--- config.mk ---
export PLATFORM = sky130hd
export DESIGN_NAME = vcmb_move_branch
export DESIGN_NICKNAME = d
export VERILOG_FILES = /design/src/vcmb_move_branch.v
export VERILOG_INCLUDE_DIRS = /design/src
export SDC_FILE = /design/constraint.sdc
export NUM_CORES = 1
export LEC_CHECK = 0
export BUFFER_PORTS_ARGS = -buffer_cell sky130_fd_sc_hd__buf_2
export CAP_MARGIN = 20
export CORE_ASPECT_RATIO = 1.1
export CORE_MARGIN = 3
export CORE_UTILIZATION = 52
export DETAILED_ROUTE_END_ITERATION = 10
export PLACE_DENSITY = 0.88
export SYNTH_ARGS = -nofsm -noshare
export SYNTH_HDL_FRONTEND = slang
export SYNTH_SLANG_ARGS = --single-unit
--- constraint.sdc ---
create_clock -name mclk -period 2.6 [get_ports mclk]
set_input_delay 0.39 -clock mclk [delete_from_list [all_inputs] [get_ports mclk]]
set_output_delay 0.39 -clock mclk [all_outputs]
set_load 0.005 [all_outputs]
--- src/vcmb_defs.vh ---
`ifndef VCMB_DEFS_VH
`define VCMB_DEFS_VH

// opcodes handled by this block
`define VCMB_OP_JUF0C      8'h86
`define VCMB_OP_JUF1C      8'h66
`define VCMB_OP_JTFC       8'h06
`define VCMB_OP_JTFS       8'h16
`define VCMB_OP_JXLO       8'hA6
`define VCMB_OP_JXHI       8'hB6
`define VCMB_OP_JAZ        8'hC6
`define VCMB_OP_JANZ       8'hD6
`define VCMB_OP_LD_IMM     8'h23
`define VCMB_OP_RD_TPP     8'h9B
`define VCMB_OP_RD_ORG     8'h9A
`define VCMB_OP_RD_UPPER   8'hE2
`define VCMB_OP_WR_UPPER   8'hC2
`define VCMB_OP_RD_HORIZONTAL_LIGHTPEN_LATCH    8'h3F
`define VCMB_OP_RD_VERTICAL_LIGHTPEN_LATCH    8'h3E
`define VCMB_OP_RD_INTREG  8'h8C
`define VCMB_OP_RD_STATW   8'hC7
`define VCMB_OP_WR_STATW   8'hD7
`define VCMB_OP_RD_UCOND   8'h9C
`define VCMB_OP_RD_TIMER   8'h42
`define VCMB_OP_WR_TIMER   8'h62
`define VCMB_OP_WR_IEN     8'h82
`define VCMB_OP_WR_START   8'h0D
`define VCMB_OP_WR_LAST    8'h0C
`define VCMB_OP_WR_SLINE   8'h0E
`define VCMB_OP_WR_ORG     8'h8A
`define VCMB_OP_WR_TPP     8'h8B
`define VCMB_OP_WR_PRESC   8'h22
`define VCMB_OP_WR_RATE    8'h02
`define VCMB_OP_WR_UCTL    8'h01
`define VCMB_OP_WR_UMUX    8'h33
`define VCMB_OP_WR_TCIDX   8'h87
`define VCMB_OP_WR_TCIND   8'hB7
`define VCMB_OP_PAIR_A_R0  8'h98
`define VCMB_OP_PAIR_A_R1  8'h99
`define VCMB_OP_PAIR_R0_A  8'h88
`define VCMB_OP_PAIR_R1_A  8'h89
`define VCMB_OP_TBL_PAGE   8'hB3
`define VCMB_OP_TBL_PAGE3  8'hF3
`define VCMB_OP_DM_RD_TPP  8'h9D
`define VCMB_OP_DM_RD_R0   8'h90
`define VCMB_OP_DM_RD_R1   8'h91
`define VCMB_OP_DM_WR_TPP  8'h8D
`define VCMB_OP_DM_WR_R0   8'h80
`define VCMB_OP_DM_WR_R1   8'h81

// program counter layout and timing chain depth
`define VCMB_PC_W          13
`define VCMB_PAGE3_BITS    3'h3
`define VCMB_TC_DEPTH      16

// register port map (word index on reg_addr)
`define VCMB_RA_CTRL       5'h00
`define VCMB_RA_STATUS     5'h01
`define VCMB_RA_PC_LO      5'h02
`define VCMB_RA_PC_HI      5'h03
`define VCMB_RA_ACC        5'h04
`define VCMB_RA_UPPER      5'h05
`define VCMB_RA_R0         5'h06
`define VCMB_RA_R1         5'h07
`define VCMB_RA_RA         5'h08
`define VCMB_RA_RB         5'h09
`define VCMB_RA_TC_BASE    1'h1
`define VCMB_CTRL_RESET    3'h0
`define VCMB_CTRL_RUN      0
`define VCMB_CTRL_UF0      1
`define VCMB_CTRL_UF1      2

`endif

--- src/vcmb_move_branch.v ---
// What this block does
// - user-flag-clear jumps branch in page, else skip two
// - timer-clear jump branches; fall-through clears timer flag
// - timer-set jump branches and clears flag
// - pin jumps test external pin low or high
// - zero jumps test accumulator zero or nonzero
// - text pointer read fills upper/low pair, flag
// - horizontal pen read, bit seven zero
// - vertical pen read, bits five-seven zero
// - uart condition read, bits six-seven one
// - interrupt register read into accumulator, one cycle
// - accumulator written into interrupt enable bits
// - low to upper and upper to low copies
// - sixteen-bit video address registers loaded from pair
// - indexed timing chain write then index increments
// - status word write replaces all eight bits
// - in-page table fetch, then old counter plus one
// - page-three table fetch forces counter bits 011
// - display memory read into pair, two cycles minimum
// - display memory write from pair, two cycles minimum
// - timer read and written as eight bits
// - uart setup registers written from accumulator
// - immediate load takes second byte, two cycles
//
// The plain strobed port and the register offsets were left to the implementer.
`timescale 1ns/10ps
`default_nettype none
`include "vcmb_defs.vh"

module vcmb_move_branch (
	input  wire        mclk,
	input  wire        rst_n,
	input  wire [4:0]  reg_addr,
	input  wire [7:0]  reg_wdata,
	input  wire        reg_wr,
	input  wire        reg_rd,
	output reg  [7:0]  reg_rdata,
	output reg  [12:0] pm_addr,
	input  wire [7:0]  pm_data,
	output reg         dm_req,
	output reg         dm_we,
	output reg  [15:0] dm_addr,
	output reg  [15:0] dm_wdata,
	input  wire [15:0] dm_rdata,
	input  wire        dm_ack,
	input  wire        external_interrupt_pin,
	input  wire        timer_event,
	input  wire [6:0]  horizontal_lightpen_latch,
	input  wire [4:0]  vertical_lightpen_latch,
	input  wire [5:0]  uart_condition_latch,
	input  wire [7:0]  interrupt_register,
	output reg  [12:0] pc,
	output reg  [7:0]  acc,
	output reg  [7:0]  upper_accumulator,
	output reg         upper_acc_flag,
	output reg         timer_flag,
	output reg  [7:0]  timer_value,
	output reg  [7:0]  program_status_word,
	output reg  [7:0]  interrupt_enable,
	output reg  [15:0] display_ram_start,
	output reg  [15:0] display_ram_last,
	output reg  [15:0] status_line_address,
	output reg  [15:0] screen_origin,
	output reg  [15:0] text_position_pointer,
	output reg  [7:0]  uart_prescaler,
	output reg  [7:0]  bit_rate_select,
	output reg  [7:0]  uart_control,
	output reg  [7:0]  uart_multiplex,
	output reg  [7:0]  timing_chain_index
);

	localparam [4:0] ST_IDLE  = 5'h01;
	localparam [4:0] ST_EXEC  = 5'h02;
	localparam [4:0] ST_OPER  = 5'h04;
	localparam [4:0] ST_TABLE = 5'h08;
	localparam [4:0] ST_DMEM  = 5'h10;

	reg [4:0]  state;
	reg [7:0]  cur_op;
	reg        take;
	reg        run;
	reg        user_flag_zero;
	reg        user_flag_one;
	reg [7:0]  r0;
	reg [7:0]  r1;
	reg [7:0]  upper_byte_for_r0;
	reg [7:0]  upper_byte_for_r1;
	reg [7:0]  tc_q [0:`VCMB_TC_DEPTH-1];

	wire [7:0]  op       = pm_data;
	wire        in_exec  = (state == ST_EXEC);
	wire [12:0] pc_one   = pc + 13'h0001;
	wire [12:0] pc_two   = pc + 13'h0002;
	wire [15:0] acc_pair = {upper_accumulator, acc};

	////////////////////////////////////////////////////////////////////////
	// jump decode
	// condition is taken in the opcode cycle; the operand
	// cycle only picks the target or the skip

	reg is_jump;
	reg jump_cond;
	always @* begin
		is_jump   = 1'b1;
		jump_cond = 1'b0;
		case (op)
			`VCMB_OP_JUF0C: jump_cond = ~user_flag_zero;
			`VCMB_OP_JUF1C: jump_cond = ~user_flag_one;
			`VCMB_OP_JTFC:  jump_cond = ~timer_flag;
			`VCMB_OP_JTFS:  jump_cond = timer_flag;
			`VCMB_OP_JXLO:  jump_cond = ~external_interrupt_pin;
			`VCMB_OP_JXHI:  jump_cond = external_interrupt_pin;
			`VCMB_OP_JAZ:   jump_cond = (acc == 8'h00);
			`VCMB_OP_JANZ:  jump_cond = (acc != 8'h00);
			default:        is_jump = 1'b0;
		endcase
	end

	// timer flag is cleared by the not-taken timer-clear jump or taken timer-set jump
	wire tf_clear = in_exec &&
		((op == `VCMB_OP_JTFC && timer_flag) ||
		 (op == `VCMB_OP_JTFS && timer_flag));

	// the six display-memory transfer opcodes
	wire dm_start = (op == `VCMB_OP_DM_RD_TPP) || (op == `VCMB_OP_DM_RD_R0) ||
		(op == `VCMB_OP_DM_RD_R1) || (op == `VCMB_OP_DM_WR_TPP) ||
		(op == `VCMB_OP_DM_WR_R0) || (op == `VCMB_OP_DM_WR_R1);
	wire dm_write = (op == `VCMB_OP_DM_WR_TPP) || (op == `VCMB_OP_DM_WR_R0) ||
		(op == `VCMB_OP_DM_WR_R1);

	// display pointer: text position or the addressed register pair
	reg [15:0] dm_target;
	always @* begin
		case (op)
			`VCMB_OP_DM_RD_R0, `VCMB_OP_DM_WR_R0: dm_target = {upper_byte_for_r0, r0};
			`VCMB_OP_DM_RD_R1, `VCMB_OP_DM_WR_R1: dm_target = {upper_byte_for_r1, r1};
			default:                              dm_target = text_position_pointer;
		endcase
	end

	////////////////////////////////////////////////////////////////////////
	// timer flag: a new event wins over a clear

	always @(posedge mclk) begin
		if (!rst_n)
			timer_flag <= 1'b0;
		else
			timer_flag <= timer_event | (timer_flag & ~tf_clear);
	end

	////////////////////////////////////////////////////////////////////////
	// sequencer and accumulator moves

	always @(posedge mclk) begin
		if (!rst_n) begin
			state                 <= ST_IDLE;
			cur_op                <= 8'h00;
			take                  <= 1'b0;
			pc                    <= 13'h0000;
			pm_addr               <= 13'h0000;
			acc                   <= 8'h00;
			upper_accumulator     <= 8'h00;
			upper_acc_flag        <= 1'b0;
			timer_value           <= 8'h00;
			program_status_word   <= 8'h00;
			interrupt_enable      <= 8'h00;
			display_ram_start     <= 16'h0000;
			display_ram_last      <= 16'h0000;
			status_line_address   <= 16'h0000;
			screen_origin         <= 16'h0000;
			text_position_pointer <= 16'h0000;
			uart_prescaler        <= 8'h00;
			bit_rate_select       <= 8'h00;
			uart_control          <= 8'h00;
			uart_multiplex        <= 8'h00;
			timing_chain_index    <= 8'h00;
			r0                    <= 8'h00;
			r1                    <= 8'h00;
			upper_byte_for_r0     <= 8'h00;
			upper_byte_for_r1     <= 8'h00;
			dm_req                <= 1'b0;
			dm_we                 <= 1'b0;
			dm_addr               <= 16'h0000;
			dm_wdata              <= 16'h0000;
		end else begin
			case (state)
			ST_IDLE: begin
				// parked: keep the opcode at pc on the program bus
				pm_addr <= pc;
				if (run)
					state <= ST_EXEC;
			end
			ST_EXEC: begin
				// opcode is on pm_data; two-byte ops fetch their operand next
				cur_op <= op;
				if (is_jump || op == `VCMB_OP_LD_IMM) begin
					take    <= jump_cond;
					pm_addr <= pc_one;
					state   <= ST_OPER;
				end else if (op == `VCMB_OP_TBL_PAGE) begin
					// borrow pm_addr for the table byte; pc itself is kept
					pm_addr <= {pc[12:8], acc};
					state   <= ST_TABLE;
				end else if (op == `VCMB_OP_TBL_PAGE3) begin
					pm_addr <= {pc[12:11], `VCMB_PAGE3_BITS, acc};
					state   <= ST_TABLE;
				end else if (dm_start) begin
					// request and its qualifiers stand until the ack
					dm_req   <= 1'b1;
					dm_we    <= dm_write;
					dm_addr  <= dm_target;
					dm_wdata <= acc_pair;
					state    <= ST_DMEM;
				end else begin
					// one-byte moves retire in this cycle
					pc      <= pc_one;
					pm_addr <= pc_one;
					state   <= run ? ST_EXEC : ST_IDLE;
					// pair loads also refresh the upper flag
					case (op)
						`VCMB_OP_RD_TPP: begin
							{upper_accumulator, acc} <= text_position_pointer;
							upper_acc_flag <= (text_position_pointer[15:8] != 8'h00);
						end
						`VCMB_OP_RD_ORG: begin
							{upper_accumulator, acc} <= screen_origin;
							upper_acc_flag <= (screen_origin[15:8] != 8'h00);
						end
						`VCMB_OP_RD_HORIZONTAL_LIGHTPEN_LATCH:   acc <= {1'b0, horizontal_lightpen_latch};
						`VCMB_OP_RD_VERTICAL_LIGHTPEN_LATCH:   acc <= {3'h0, vertical_lightpen_latch};
						`VCMB_OP_RD_UCOND:  acc <= {2'h3, uart_condition_latch};
						`VCMB_OP_RD_INTREG: acc <= interrupt_register;
						`VCMB_OP_WR_IEN:    interrupt_enable <= acc;
						`VCMB_OP_WR_UPPER: begin
							upper_accumulator <= acc;
							upper_acc_flag    <= (acc != 8'h00);
						end
						`VCMB_OP_RD_UPPER:  acc <= upper_accumulator;
						`VCMB_OP_WR_START:  display_ram_start <= acc_pair;
						`VCMB_OP_WR_LAST:   display_ram_last <= acc_pair;
						`VCMB_OP_WR_SLINE:  status_line_address <= acc_pair;
						`VCMB_OP_WR_ORG:    screen_origin <= acc_pair;
						`VCMB_OP_WR_TPP:    text_position_pointer <= acc_pair;
						`VCMB_OP_WR_TCIDX:  timing_chain_index <= acc;
						`VCMB_OP_WR_TCIND:  timing_chain_index <= timing_chain_index + 8'h01;
						`VCMB_OP_RD_STATW:  acc <= program_status_word;
						`VCMB_OP_WR_STATW:  program_status_word <= acc;
						`VCMB_OP_PAIR_A_R0: begin
							{upper_accumulator, acc} <= {upper_byte_for_r0, r0};
							upper_acc_flag <= (upper_byte_for_r0 != 8'h00);
						end
						`VCMB_OP_PAIR_A_R1: begin
							{upper_accumulator, acc} <= {upper_byte_for_r1, r1};
							upper_acc_flag <= (upper_byte_for_r1 != 8'h00);
						end
						`VCMB_OP_PAIR_R0_A: {upper_byte_for_r0, r0} <= acc_pair;
						`VCMB_OP_PAIR_R1_A: {upper_byte_for_r1, r1} <= acc_pair;
						`VCMB_OP_RD_TIMER:  acc <= timer_value;
						`VCMB_OP_WR_TIMER:  timer_value <= acc;
						`VCMB_OP_WR_PRESC:  uart_prescaler <= acc;
						`VCMB_OP_WR_RATE:   bit_rate_select <= acc;
						`VCMB_OP_WR_UCTL:   uart_control <= acc;
						`VCMB_OP_WR_UMUX:   uart_multiplex <= acc;
						default: ;
					endcase
				end
			end
			ST_OPER: begin
				// operand byte is on pm_data now
				state <= run ? ST_EXEC : ST_IDLE;
				if (cur_op == `VCMB_OP_LD_IMM) begin
					acc     <= pm_data;
					pc      <= pc_two;
					pm_addr <= pc_two;
				end else if (take) begin
					// taken: only the low byte of pc changes
					pc      <= {pc[12:8], pm_data};
					pm_addr <= {pc[12:8], pm_data};
				end else begin
					// not taken: step over the operand byte
					pc      <= pc_two;
					pm_addr <= pc_two;
				end
			end
			ST_TABLE: begin
				// table byte lands in acc; pc resumes at old value plus one
				acc     <= pm_data;
				pc      <= pc_one;
				pm_addr <= pc_one;
				state   <= run ? ST_EXEC : ST_IDLE;
			end
			ST_DMEM: begin
				// read word is valid only in the ack cycle
				if (dm_ack) begin
					dm_req  <= 1'b0;
					dm_we   <= 1'b0;
					pc      <= pc_one;
					pm_addr <= pc_one;
					state   <= run ? ST_EXEC : ST_IDLE;
					if (!dm_we) begin
						{upper_accumulator, acc} <= dm_rdata;
						upper_acc_flag <= (dm_rdata[15:8] != 8'h00);
					end
				end
			end
			default: state <= ST_IDLE;
			endcase
		end
	end

	////////////////////////////////////////////////////////////////////////
	// timing chain registers
	// written only through the index; read back on the register port

	genvar gi;
	generate
		for (gi = 0; gi < `VCMB_TC_DEPTH; gi = gi + 1) begin : g_tc
			// entry number at the width of the index field
			localparam [3:0] TC_SEL = gi;
			always @(posedge mclk) begin
				if (!rst_n)
					tc_q[gi] <= 8'h00;
				else if (in_exec && op == `VCMB_OP_WR_TCIND &&
						timing_chain_index[3:0] == TC_SEL)
					tc_q[gi] <= acc;
			end
		end
	endgenerate

	////////////////////////////////////////////////////////////////////////
	// register port

	always @(posedge mclk) begin
		if (!rst_n) begin
			run            <= 1'b0;
			user_flag_zero <= 1'b0;
			user_flag_one  <= 1'b0;
		end else if (reg_wr && reg_addr == `VCMB_RA_CTRL) begin
			// writes elsewhere in the map are ignored
			run            <= reg_wdata[`VCMB_CTRL_RUN];
			user_flag_zero <= reg_wdata[`VCMB_CTRL_UF0];
			user_flag_one  <= reg_wdata[`VCMB_CTRL_UF1];
		end
	end

	always @(posedge mclk) begin
		// answer stands one cycle after the read strobe, zero otherwise
		if (!rst_n)
			reg_rdata <= 8'h00;
		else if (!reg_rd)
			reg_rdata <= 8'h00;
		// upper half of the map reads the timing chain
		else if (reg_addr[4] == `VCMB_RA_TC_BASE)
			reg_rdata <= tc_q[reg_addr[3:0]];
		else begin
			case (reg_addr)
				`VCMB_RA_CTRL:   reg_rdata <= {5'h00, user_flag_one, user_flag_zero, run};
				`VCMB_RA_STATUS: reg_rdata <= {3'h0, state};
				`VCMB_RA_PC_LO:  reg_rdata <= pc[7:0];
				`VCMB_RA_PC_HI:  reg_rdata <= {3'h0, pc[12:8]};
				`VCMB_RA_ACC:    reg_rdata <= acc;
				`VCMB_RA_UPPER:  reg_rdata <= upper_accumulator;
				`VCMB_RA_R0:     reg_rdata <= r0;
				`VCMB_RA_R1:     reg_rdata <= r1;
				`VCMB_RA_RA:     reg_rdata <= upper_byte_for_r0;
				`VCMB_RA_RB:     reg_rdata <= upper_byte_for_r1;
				default:         reg_rdata <= 8'h00;
			endcase
		end
	end

endmodule // vcmb_move_branch

`default_nettype wire

# == Word-level counts from Yosys, hierarchy flattened ==
# Memories as Yosys holds them, arrays and structs flattened.
# Index checks and enable logic that the tools add are counted.
# op_classes
add_sub_neg,3
n_mul,0
div,0
order_cmp,0
eq_ne,87
shifts,0
muxes,127
bitwise_logic,27
n_reduce_logical,71
# op_table
operator,n
8-bit == test (second input constant),30
8-bit two-way mux,30
13-bit two-way mux,10
6-bit AND reduction,17
8-bit case mux with 11 select lines,1
8-bit case mux with 10 select lines,1
1-bit two-way mux,65
13-bit case mux with 5 select lines,1
13-bit case mux with 4 select lines,1
8-bit by 6-bit == test with 1-bit output (second input constant),6
8-bit nonzero test,6
8-bit case mux with 5 select lines,1
4-bit == test (second input constant),8
16-bit case mux with 2 select lines,1
8-bit case mux with 2 select lines,2
8-bit case mux with 4 select lines,1
5-bit two-way mux,6
5-bit by 3-bit == test with 1-bit output (second input constant),5
8-bit by 4-bit == test with 1-bit output (second input constant),3
8-bit by 7-bit == test with 1-bit output (second input constant),3
1-bit logical AND,21
5-bit case mux with 4 select lines,1
1-bit OR,17
4-bit by 3-bit == test with 1-bit output (second input constant),4
other kinds (38),74
# word_totals
reg_bits,279
latch_bits,0
ram_bits,128
rom_bits,0
inputBits,70
out_inout_bits,230
word_cells,350
n_memories,1
# mem_list
memory,depth,width,rd,rd_clocked_by_memory_dff,write_ports,line,rtl
tc_q,16,8,1,0,16,vcmb_move_branch.v:88,reg [7:0] tc_q [0:`VCMB_TC_DEPTH-1];

# == Longest topological paths before layout ==
# Gate-level depths: netlist of the first run.
# logic_depth
depth_word,11
ltp_mapped,10
depth_no_buf,7

# == Least setup slack after synthesis of the first run ==
# No wires, ideal clock.
# synth_timing
kind,register to register
from,register state[2]
to,"memory tc_q[0][0], enable pin"
setup_ns,0.384
t_arrival_ns,2.296
required_ns,2.216
path_slack_ns,-0.080
path_stages_with_launch,8
n_path_buf,2
period_less_slack_ns,2.680
path_cell_list,dfxtp_1 > clkbuf_1 > nor3_1 > nand2_1 > buf_2 > nor2_1 > nand2_1 > o21ai_0
# synth_lines
element,line,rtl
from (decl),vcmb_move_branch.v:78,reg [4:0] state;
from (signal assigned),vcmb_move_branch.v:218,state <= run ? ST_EXEC : ST_IDLE;
from (signal assigned),vcmb_move_branch.v:270,state <= run ? ST_EXEC : ST_IDLE;
from (signal assigned),vcmb_move_branch.v:290,state <= run ? ST_EXEC : ST_IDLE;
to (decl),vcmb_move_branch.v:88,

# == Worst setup path in the final report of the first run ==
# layout_timing
from,register state[1]
to,register upper_byte_for_r0[3]
# layout_via
elab_chain_cells,2
# layout_rtl
element,line,rtl
5-bit by 2-bit == test with 1-bit output,vcmb_move_branch.v:186,case (state)
6-bit AND reduction (no source line),--,
to (signal assigned),vcmb_move_branch.v:256,"`VCMB_OP_PAIR_R0_A: {upper_byte_for_r0, r0} <= acc_pair;"
to (decl),vcmb_move_branch.v:86,reg [7:0] upper_byte_for_r0;
# Every way passes these cells.
# A chain may end at the register's enable or synchronous reset.

==> metrics.md, run 1 <==
| Metric | Value |
|---|---|
| Hold Slack | 0.0706 ns |
| Routed length per instance | 23.7 um |
| PortBufs | 294 |
| Drt first pass iters | 10 |
| Hold depth | 3 |
| FF+latch area | 9430 um2 |
| Status | finished, final reports clean |
| Core ar. | 37200 um2 |
| Initial antenna violation count | 6 |
| Asr flop ratio synth | 0% |
| Layout Cells excl Fill | 2961 |
| Syn avg cell area | 9.25 um2 |
| Global-route wire length before repair | 105000 um |
| Clk sinks | 407 |
| ANT nets after route | 0 |
| Die width | 192 um |
| Min-delay src | timer_event |
| Final Cell Area | 23700 um2 |
| GR Util All Layers | 33.4% |
| Most frequent cells in the layout | 456 x nand2_1, 293 x buf_2, 279 x dfxtp_1 |
| DP Worst Slack | -0.140 ns |
| Post-Syn Instances | 2131 |
| Worst setup SP type | flip-flop |
| P per Cell Area | 571 nW/um2 |
| Vias | 19188 |
| CP max FO | 24 |
| Crit path capture type | flip-flop |
| Fraction of layout cells with a size suffix above 1 | 23.9% |
| Synth Register Bits | 407 |
| Cts repair resizes | 0 |
| Most common cell after layout, fill and taps aside | nand2_1 |
| Placed insts | 2881 |
| Total power | 13500 uW |
| Worst clock skew | 0.0212 ns |
| Largest net degree at the start of global routing | 170 |
| Starting Density | 52.9% |
| Vias per cell | 6.48 |
| Gr ovfl total | 0 |
| Worst rel slew slack | 46.9% |
| Total nets after synthesis | 2207 |
| DRT iter0 DRCs | 2954 |
| Unrepaired setup endpoints after global routing | no |
| Vias in the first global route | 17963 |
| Min-Delay Endpoint | timer_flag |
| Post-Route WL | 70300 um |
| Final period utilization | 96.4% |
| Reg-to-Reg End | upper_byte_for_r0[3] |
| Worst Path Required | 3.02 ns |
| Mapped cell area | 19700 um2 |
| Top FF cell, synth | dfxtp_1 |
| Root Driver | clkbuf_16 |
| R2r startpoint | state[1] |
| Unique masters post-synth | 84 |
| Cts bufs inserted | 42 |
| Setup Fix Bufs, Post-CTS | 0 |
| Hold crit path type | in -> reg |
| Multi-input logic area | 9540 um2 |
| Max VDD drop | 0.000530 V |
| EDFF count, synth | 128 |
| HPWL after DPL | 48300 um |
| Minimum clock period | 2.51 ns |
| Flop2flop setup slack | 0.09 ns |
| Placed Area | 22300 um2 |
| Fin nets | 2507 |
| Measured slew at the worst slew-check pin | 0.797 ns |
| Clock-pin slew on the worst setup and hold paths | 0.06 ns |
| Die area | 40300 um2 |
| Crit path DAT | 2.93 ns |
| Placer congestion estimate | 1.04 |
| Row count | 74 |
| DRC Markers | 0 |
| Fmax | 0.399 GHz |
| TritonCTS clock tree | built |
| H-Tree Depth | 2 |
| Worst skew pair latency | 0.58 ns |
| Seq/Total Area, Yosys | 47.9% |
| FILL cells | 2927 |
| Area grow syn2layout | 20.4% |
| Setup violators final | 0 |
| Slew Limit Fails | 0 |
| CTS Hold Bufs | 0 |
| R2R depth | 6 |
| Number of max-cap violations | 0 |
| # IOs | 300 |
| Maximum buffer depth of the clock tree | 3 |
| Kind of critical path | reg -> reg |
| Setup WS post-layout | 0.0945 ns |
| Vert. Die Dim | 210 um |
| Pleak | 0.00923 uW |
| YS warnings | 0 |
| Final Hold Viols | 0 |
[metal layers]
| metal | share of wire, % | track usage, % | vias up |
|---|---|---|---|
| met5 | 0.017 | 0 | - |
| met4 | 7.0 | 19.3 | 2 |
| met3 | 13 | 9.12 | 384 |
| met2 | 44 | 50.0 | 1454 |
| met1 | 36 | 43.6 | 9067 |
| li1 | - | - | 8281 |
[cells in the mapped netlist (7+ instances only)]
| cell type | n | share of area [%] |
|---|---|---|
| nand2_1 | 456 | 8.7 |
| dfxtp_1 | 279 | 28 |
| a21oi_1 | 203 | 5.2 |
| clkbuf_1 | 149 | 2.8 |
| and2_1 | 135 | 4.3 |
| edfxtp_1 | 128 | 20 |
| nor2_1 | 101 | 1.9 |
| mux2i_1 | 96 | 4.9 |
| o21ai_0 | 65 | 1.7 |
| mux4_2 | 41 | 4.7 |
| a22oi_1 | 28 | 1.1 |
| nor3_1 | 28 | 0.71 |
| a31oi_1 | 27 | 0.86 |
| nand3_1 | 25 | 0.64 |
| o211ai_1 | 21 | 0.80 |
| a221oi_1 | 19 | 0.84 |
| a222oi_1 | 16 | 0.81 |
| nand4_1 | 16 | 0.51 |
| nor4_1 | 16 | 0.51 |
| buf_1 | 15 | 0.29 |
| o2bb2ai_1 | 14 | 0.62 |
| nand2b_1 | 13 | 0.41 |
| o22ai_1 | 13 | 0.41 |
| o31ai_1 | 13 | 0.50 |
| a211oi_1 | 12 | 0.46 |
| buf_2 | 12 | 0.30 |
| xor2_1 | 11 | 0.49 |
| and3_1 | 10 | 0.32 |
| a22o_1 | 9 | 0.40 |
| inv_1 | 9 | 0.17 |
| nor2b_1 | 9 | 0.29 |
| o21ai_1 | 9 | 0.23 |
| a311oi_2 | 8 | 0.61 |
| and4_1 | 8 | 0.36 |
| nor4b_1 | 7 | 0.31 |
| or2_2 | 7 | 0.22 |
[state kept, by name, indices dropped and copies added, names as in the netlist, 13 cells and up]
name	cells
display_ram_start	16
pm_addr	13
tc_q	128
pc	13
text_position_pointer	16
display_ram_last	16
dm_wdata	16
dm_addr	16
screen_origin	16
status_line_address	16
[worst max-delay path by stage]
stage                    start  slack [ns]              endpoint
floorplan             state[2]       -0.08            tc_q[0][0]
global placement    pm_data[1]        0.01           tc_q[10][1]
detailed placement  pm_data[1]       -0.14           tc_q[10][1]
CTS                   state[0]        0.14                acc[0]
global route          state[1]        0.05                 r0[3]
finish                state[1]        0.09  upper_byte_for_r0[3]
[cells by family (layout without fill, tap and decap cells)]
logic type               after synthesis  in the layout  share of synthesized area, %
XOR/XNOR                              16             16                         0.711
AND/OR/NAND/NOR                      870            870                          21.1
flip-flops                           407            407                          47.9
AO/OA/AOI/OAI                        504            504                          16.5
buffers and inverters                191            524                          3.91
adder cells (fa/ha/maj)                6              6                         0.381
other                                  0              3                             0
multiplexers                         137            137                          9.56
[worst max-delay path, stage by stage (launching register included)]
cell,delay (ns)
dfxtp_1,0.44
nor2b_1,0.31
nand2_1,0.25
buf_12,0.24
or4_1,0.82
nand2_1,0.21
a21oi_1,0.08
[area by class of cell]
class / instances / share of cell area [%]
clock inverters: 19 / 0.776
multi-input cells: 1533 / 40.2
well taps: 494 / 2.61
inverters: 9 / 0.164
diodes: 3 / 0.0317
flip-flops and latches: 407 / 39.8
clock buffers: 58 / 5.15
repair buffers: 438 / 11.3
[where the power goes]
part           internal, uW  total (uW)  switching, uW
clock                  3600        6200           2600
sequential             6640        6680           40.3
combinational           258         656            397
[metrics by stage]
stage	util, %	setup TNS [ns]
finish	63.7	0
global route	63.7	0
CTS	63.7	0
detailed placement	59.9	-5.88
global placement	59.9	0
floorplan	-	-9.65
Note: power is estimated with default switching activity, not from simulation.
==> run 2: changes to the inputs <==
- CORE_UTILIZATION: 52 -> 55
- PLACE_DENSITY: 0.88 -> 0.89
- RECOVER_POWER: not set -> 100
- clock period: 2.6 -> 3.2 ns (I/O delays scaled with it)
==> metrics.md, run 2 (same netlist as run 1, synthesis figures left out) <==
| Metric | Value |
|---|---|
| ANT nets after route | 0 (unchanged) |
| Global-route wire length before repair | 104000 um (about the same) |
| Largest net degree at the start of global routing | 153 (-10%) |
| Pint | 8500 uW (-19%) |
| Die area | 38100 um2 (-5.3%) |
| Placer congestion estimate | 0.998 (-3.8%) |
| Placed Area | 21800 um2 (-2.3%) |
| Core ar. | 35200 um2 (-5.4%) |
| DRC Markers | 0 (unchanged) |
| Clock power share | 45.8% (about the same) |
| Die width | 186 um (-2.7%) |
| Crit path DAT | 3.31 ns (+0.38 ns) |
| Initial antenna violation count | 3 (-3) |
| Worst Path Required | 3.62 ns (+0.60 ns) |
| Minimum clock period | 2.89 ns (+0.381 ns) |
| Starting Density | 55.9% (+3.0 points) |
| Cts bufs inserted | 41 (-2.4%) |
| P_sw | 2460 uW (-19%) |
| Largest register FFs | 128 (unchanged) |
| # IOs | 300 (unchanged) |
| Most frequent cells in the layout | 456 x nand2_1, 279 x dfxtp_1, 203 x a21oi_1 |
| Number of max-cap violations | 0 (unchanged) |
| Post-Route WL | 69800 um (-0.74%) |
| Measured slew at the worst slew-check pin | 1.20 ns (+0.402 ns) |
| DRT iter0 DRCs | 2806 (-5.0%) |
| Power share of the combinational group | 4.6% (-0.2 points) |
| Fin nets | 2452 (-2.2%) |
| Vert. Die Dim | 205 um (-2.7%) |
| Pleak | 0.00804 uW (-13%) |
| Final period utilization | 90.2% (-6.2 points) |
| Setup WS post-layout | 0.314 ns (+0.219 ns) |
| Sw frac | 22.4% (about the same) |
| CP Cell Sequence | nor3_1 > nand2_1 > buf_4 > or4b_1 > clkbuf_2 > mux2i_1 > nor2_1 |
| R2R depth | 7 (+1) |
| Fmax | 0.346 GHz (-13%) |
| Critical Path Max Stage Delay | 0.62 ns (-0.20 ns) |
| Setup Fix Bufs, Post-CTS | 0 (unchanged) |
| Max VDD drop | 0.000478 V (-9.9%) |
| Drt first pass iters | 8 (-2) |
| Vias per cell | 6.60 (+1.8%) |
| Setup TNS | 0 ns (unchanged) |
| Vias | 19057 (-0.68%) |
| P per Cell Area | 480 nW/um2 (-16%) |
| PortBufs | 294 (unchanged) |
| Row count | 72 (-2.7%) |
| GR Util All Layers | 34.9% (+1.5 points) |
| DP Worst Slack | 0.221 ns (+0.361 ns) |
| Slew Limit Fails | 0 (unchanged) |
| Vias in the first global route | 17894 (-0.38%) |
| Total power | 11000 uW (-19%) |
| Worst clock skew | 0.0267 ns (+0.00552 ns) |
| Gr ovfl total | 0 (unchanged) |
| Hold crit path type | in -> reg |
| Unrepaired setup endpoints after global routing | no |
| Top reg by flops | tc_q |
| Antenna diodes | 0 (-3) |
| Area grow syn2layout | 15.8% |
| Critical path's slowest cell | or4b_1 |
| Crit path capture type | flip-flop |
| Clock-pin slew on the worst setup and hold paths | 0.06 ns (about the same) |
| Worst setup SP type | flip-flop |
| Cts repair resizes | 0 (unchanged) |
| HPWL after DPL | 46400 um (-4.0%) |
| Fraction of layout cells with a size suffix above 1 | 14.2% (-9.6 points) |
| Hold depth | 3 (unchanged) |
| Levels on crit path | 7 (+1) |
| H-Tree Depth | 2 (unchanged) |
| Clk sinks | 407 (unchanged) |
| TritonCTS clock tree | built |
| CTS Hold Bufs | 0 (unchanged) |
| Setup violators final | 0 (unchanged) |
| Status | finished, final reports clean |
| Seq pwr share | 49.6% (+0.2 points) |
| Kind of critical path | reg -> reg |
| FILL cells | 2819 (-3.7%) |
| Maximum buffer depth of the clock tree | 3 (unchanged) |
| CP max FO | 23 (-4.2%) |
| Crit path buffers/inverters | 2 (+1) |
| Final Hold Viols | 0 (unchanged) |
| Worst skew pair latency | 0.56 ns (-0.02 ns) |
| Worst rel slew slack | 20.1% (-27 points) |
| Hold Slack | 0.152 ns (+0.0812 ns) |
| Critical path's top delay family | simple AND/OR/NAND/NOR gates |
| Routed length per instance | 24.2 um (+1.7%) |
| Final Cell Area | 22800 um2 (-3.8%) |
| Most common cell after layout, fill and taps aside | nand2_1 |
| Root Driver | clkbuf_16 |
[run 2: changes by cell type in the layout (fill, tap and decap cells not counted), moves of 13 or more]
cell	previous run	this run
clkbuf_1	6	178
buf_2	293	143
and2_0	0	102
and2_1	135	33
buf_4	135	51
clkbuf_2	0	13
[run 2: worst paths after layout]
| kind | startpoint | endpoint | slack (ns) |
|---|---|---|---|
| worst max register to register | state[2] | uart_prescaler[5] | 0.31 |
| worst max-delay path | state[2] | uart_prescaler[5] | 0.31 |
| worst min-delay path | timer_event | timer_flag | 0.15 |
| worst min register to register | status_line_address[2] | status_line_address[2] | 0.45 |
[run 2: routing by layer]
layer	routed length (um)	global-route usage, %	share of wire [%]	vias up
met4	5400	21.0	7.7	6
li1	-	-	-	8174
met2	30800	54.9	44	1532
met3	9080	8.92	13	401
met1	24400	43.6	35	8944
met5	40	0	0.057	-
[run 2: layout make-up]
type | instances | area, um2 | share of cell area (%)
clock inverters | 19 | 223 | 0.976
clock buffers | 56 | 1170 | 5.15
flip-flops and latches | 407 | 9430 | 41.3
inverters | 9 | 38.8 | 0.170
well taps | 481 | 602 | 2.64
repair buffers | 384 | 1890 | 8.30
multi-input cells | 1533 | 9460 | 41.5
[run 2: tightest hold or removal path: cells and delay by family]
kind | cells | cell delay, ns
and+or+nand+nor | 2 | 0.11
buffers and inverters | 1 | 0.08
[run 2: power by group through the flow]
stage	clock, uW	combinational [uW]	sequential, uW
floorplan	0	312	5520
global placement	0	481	5530
detailed placement	0	495	5540
CTS	5030	502	5430
global route	5230	530	5440
finish	5020	509	5430
[run 2: through the flow]
step                      instances  utilization, %
after global routing           2889            64.8
after global placement         2813            61.9
final                          2889            64.8
after floorplan                2131               -
after CTS                      2888            65.8
after detailed placement       2813            61.9
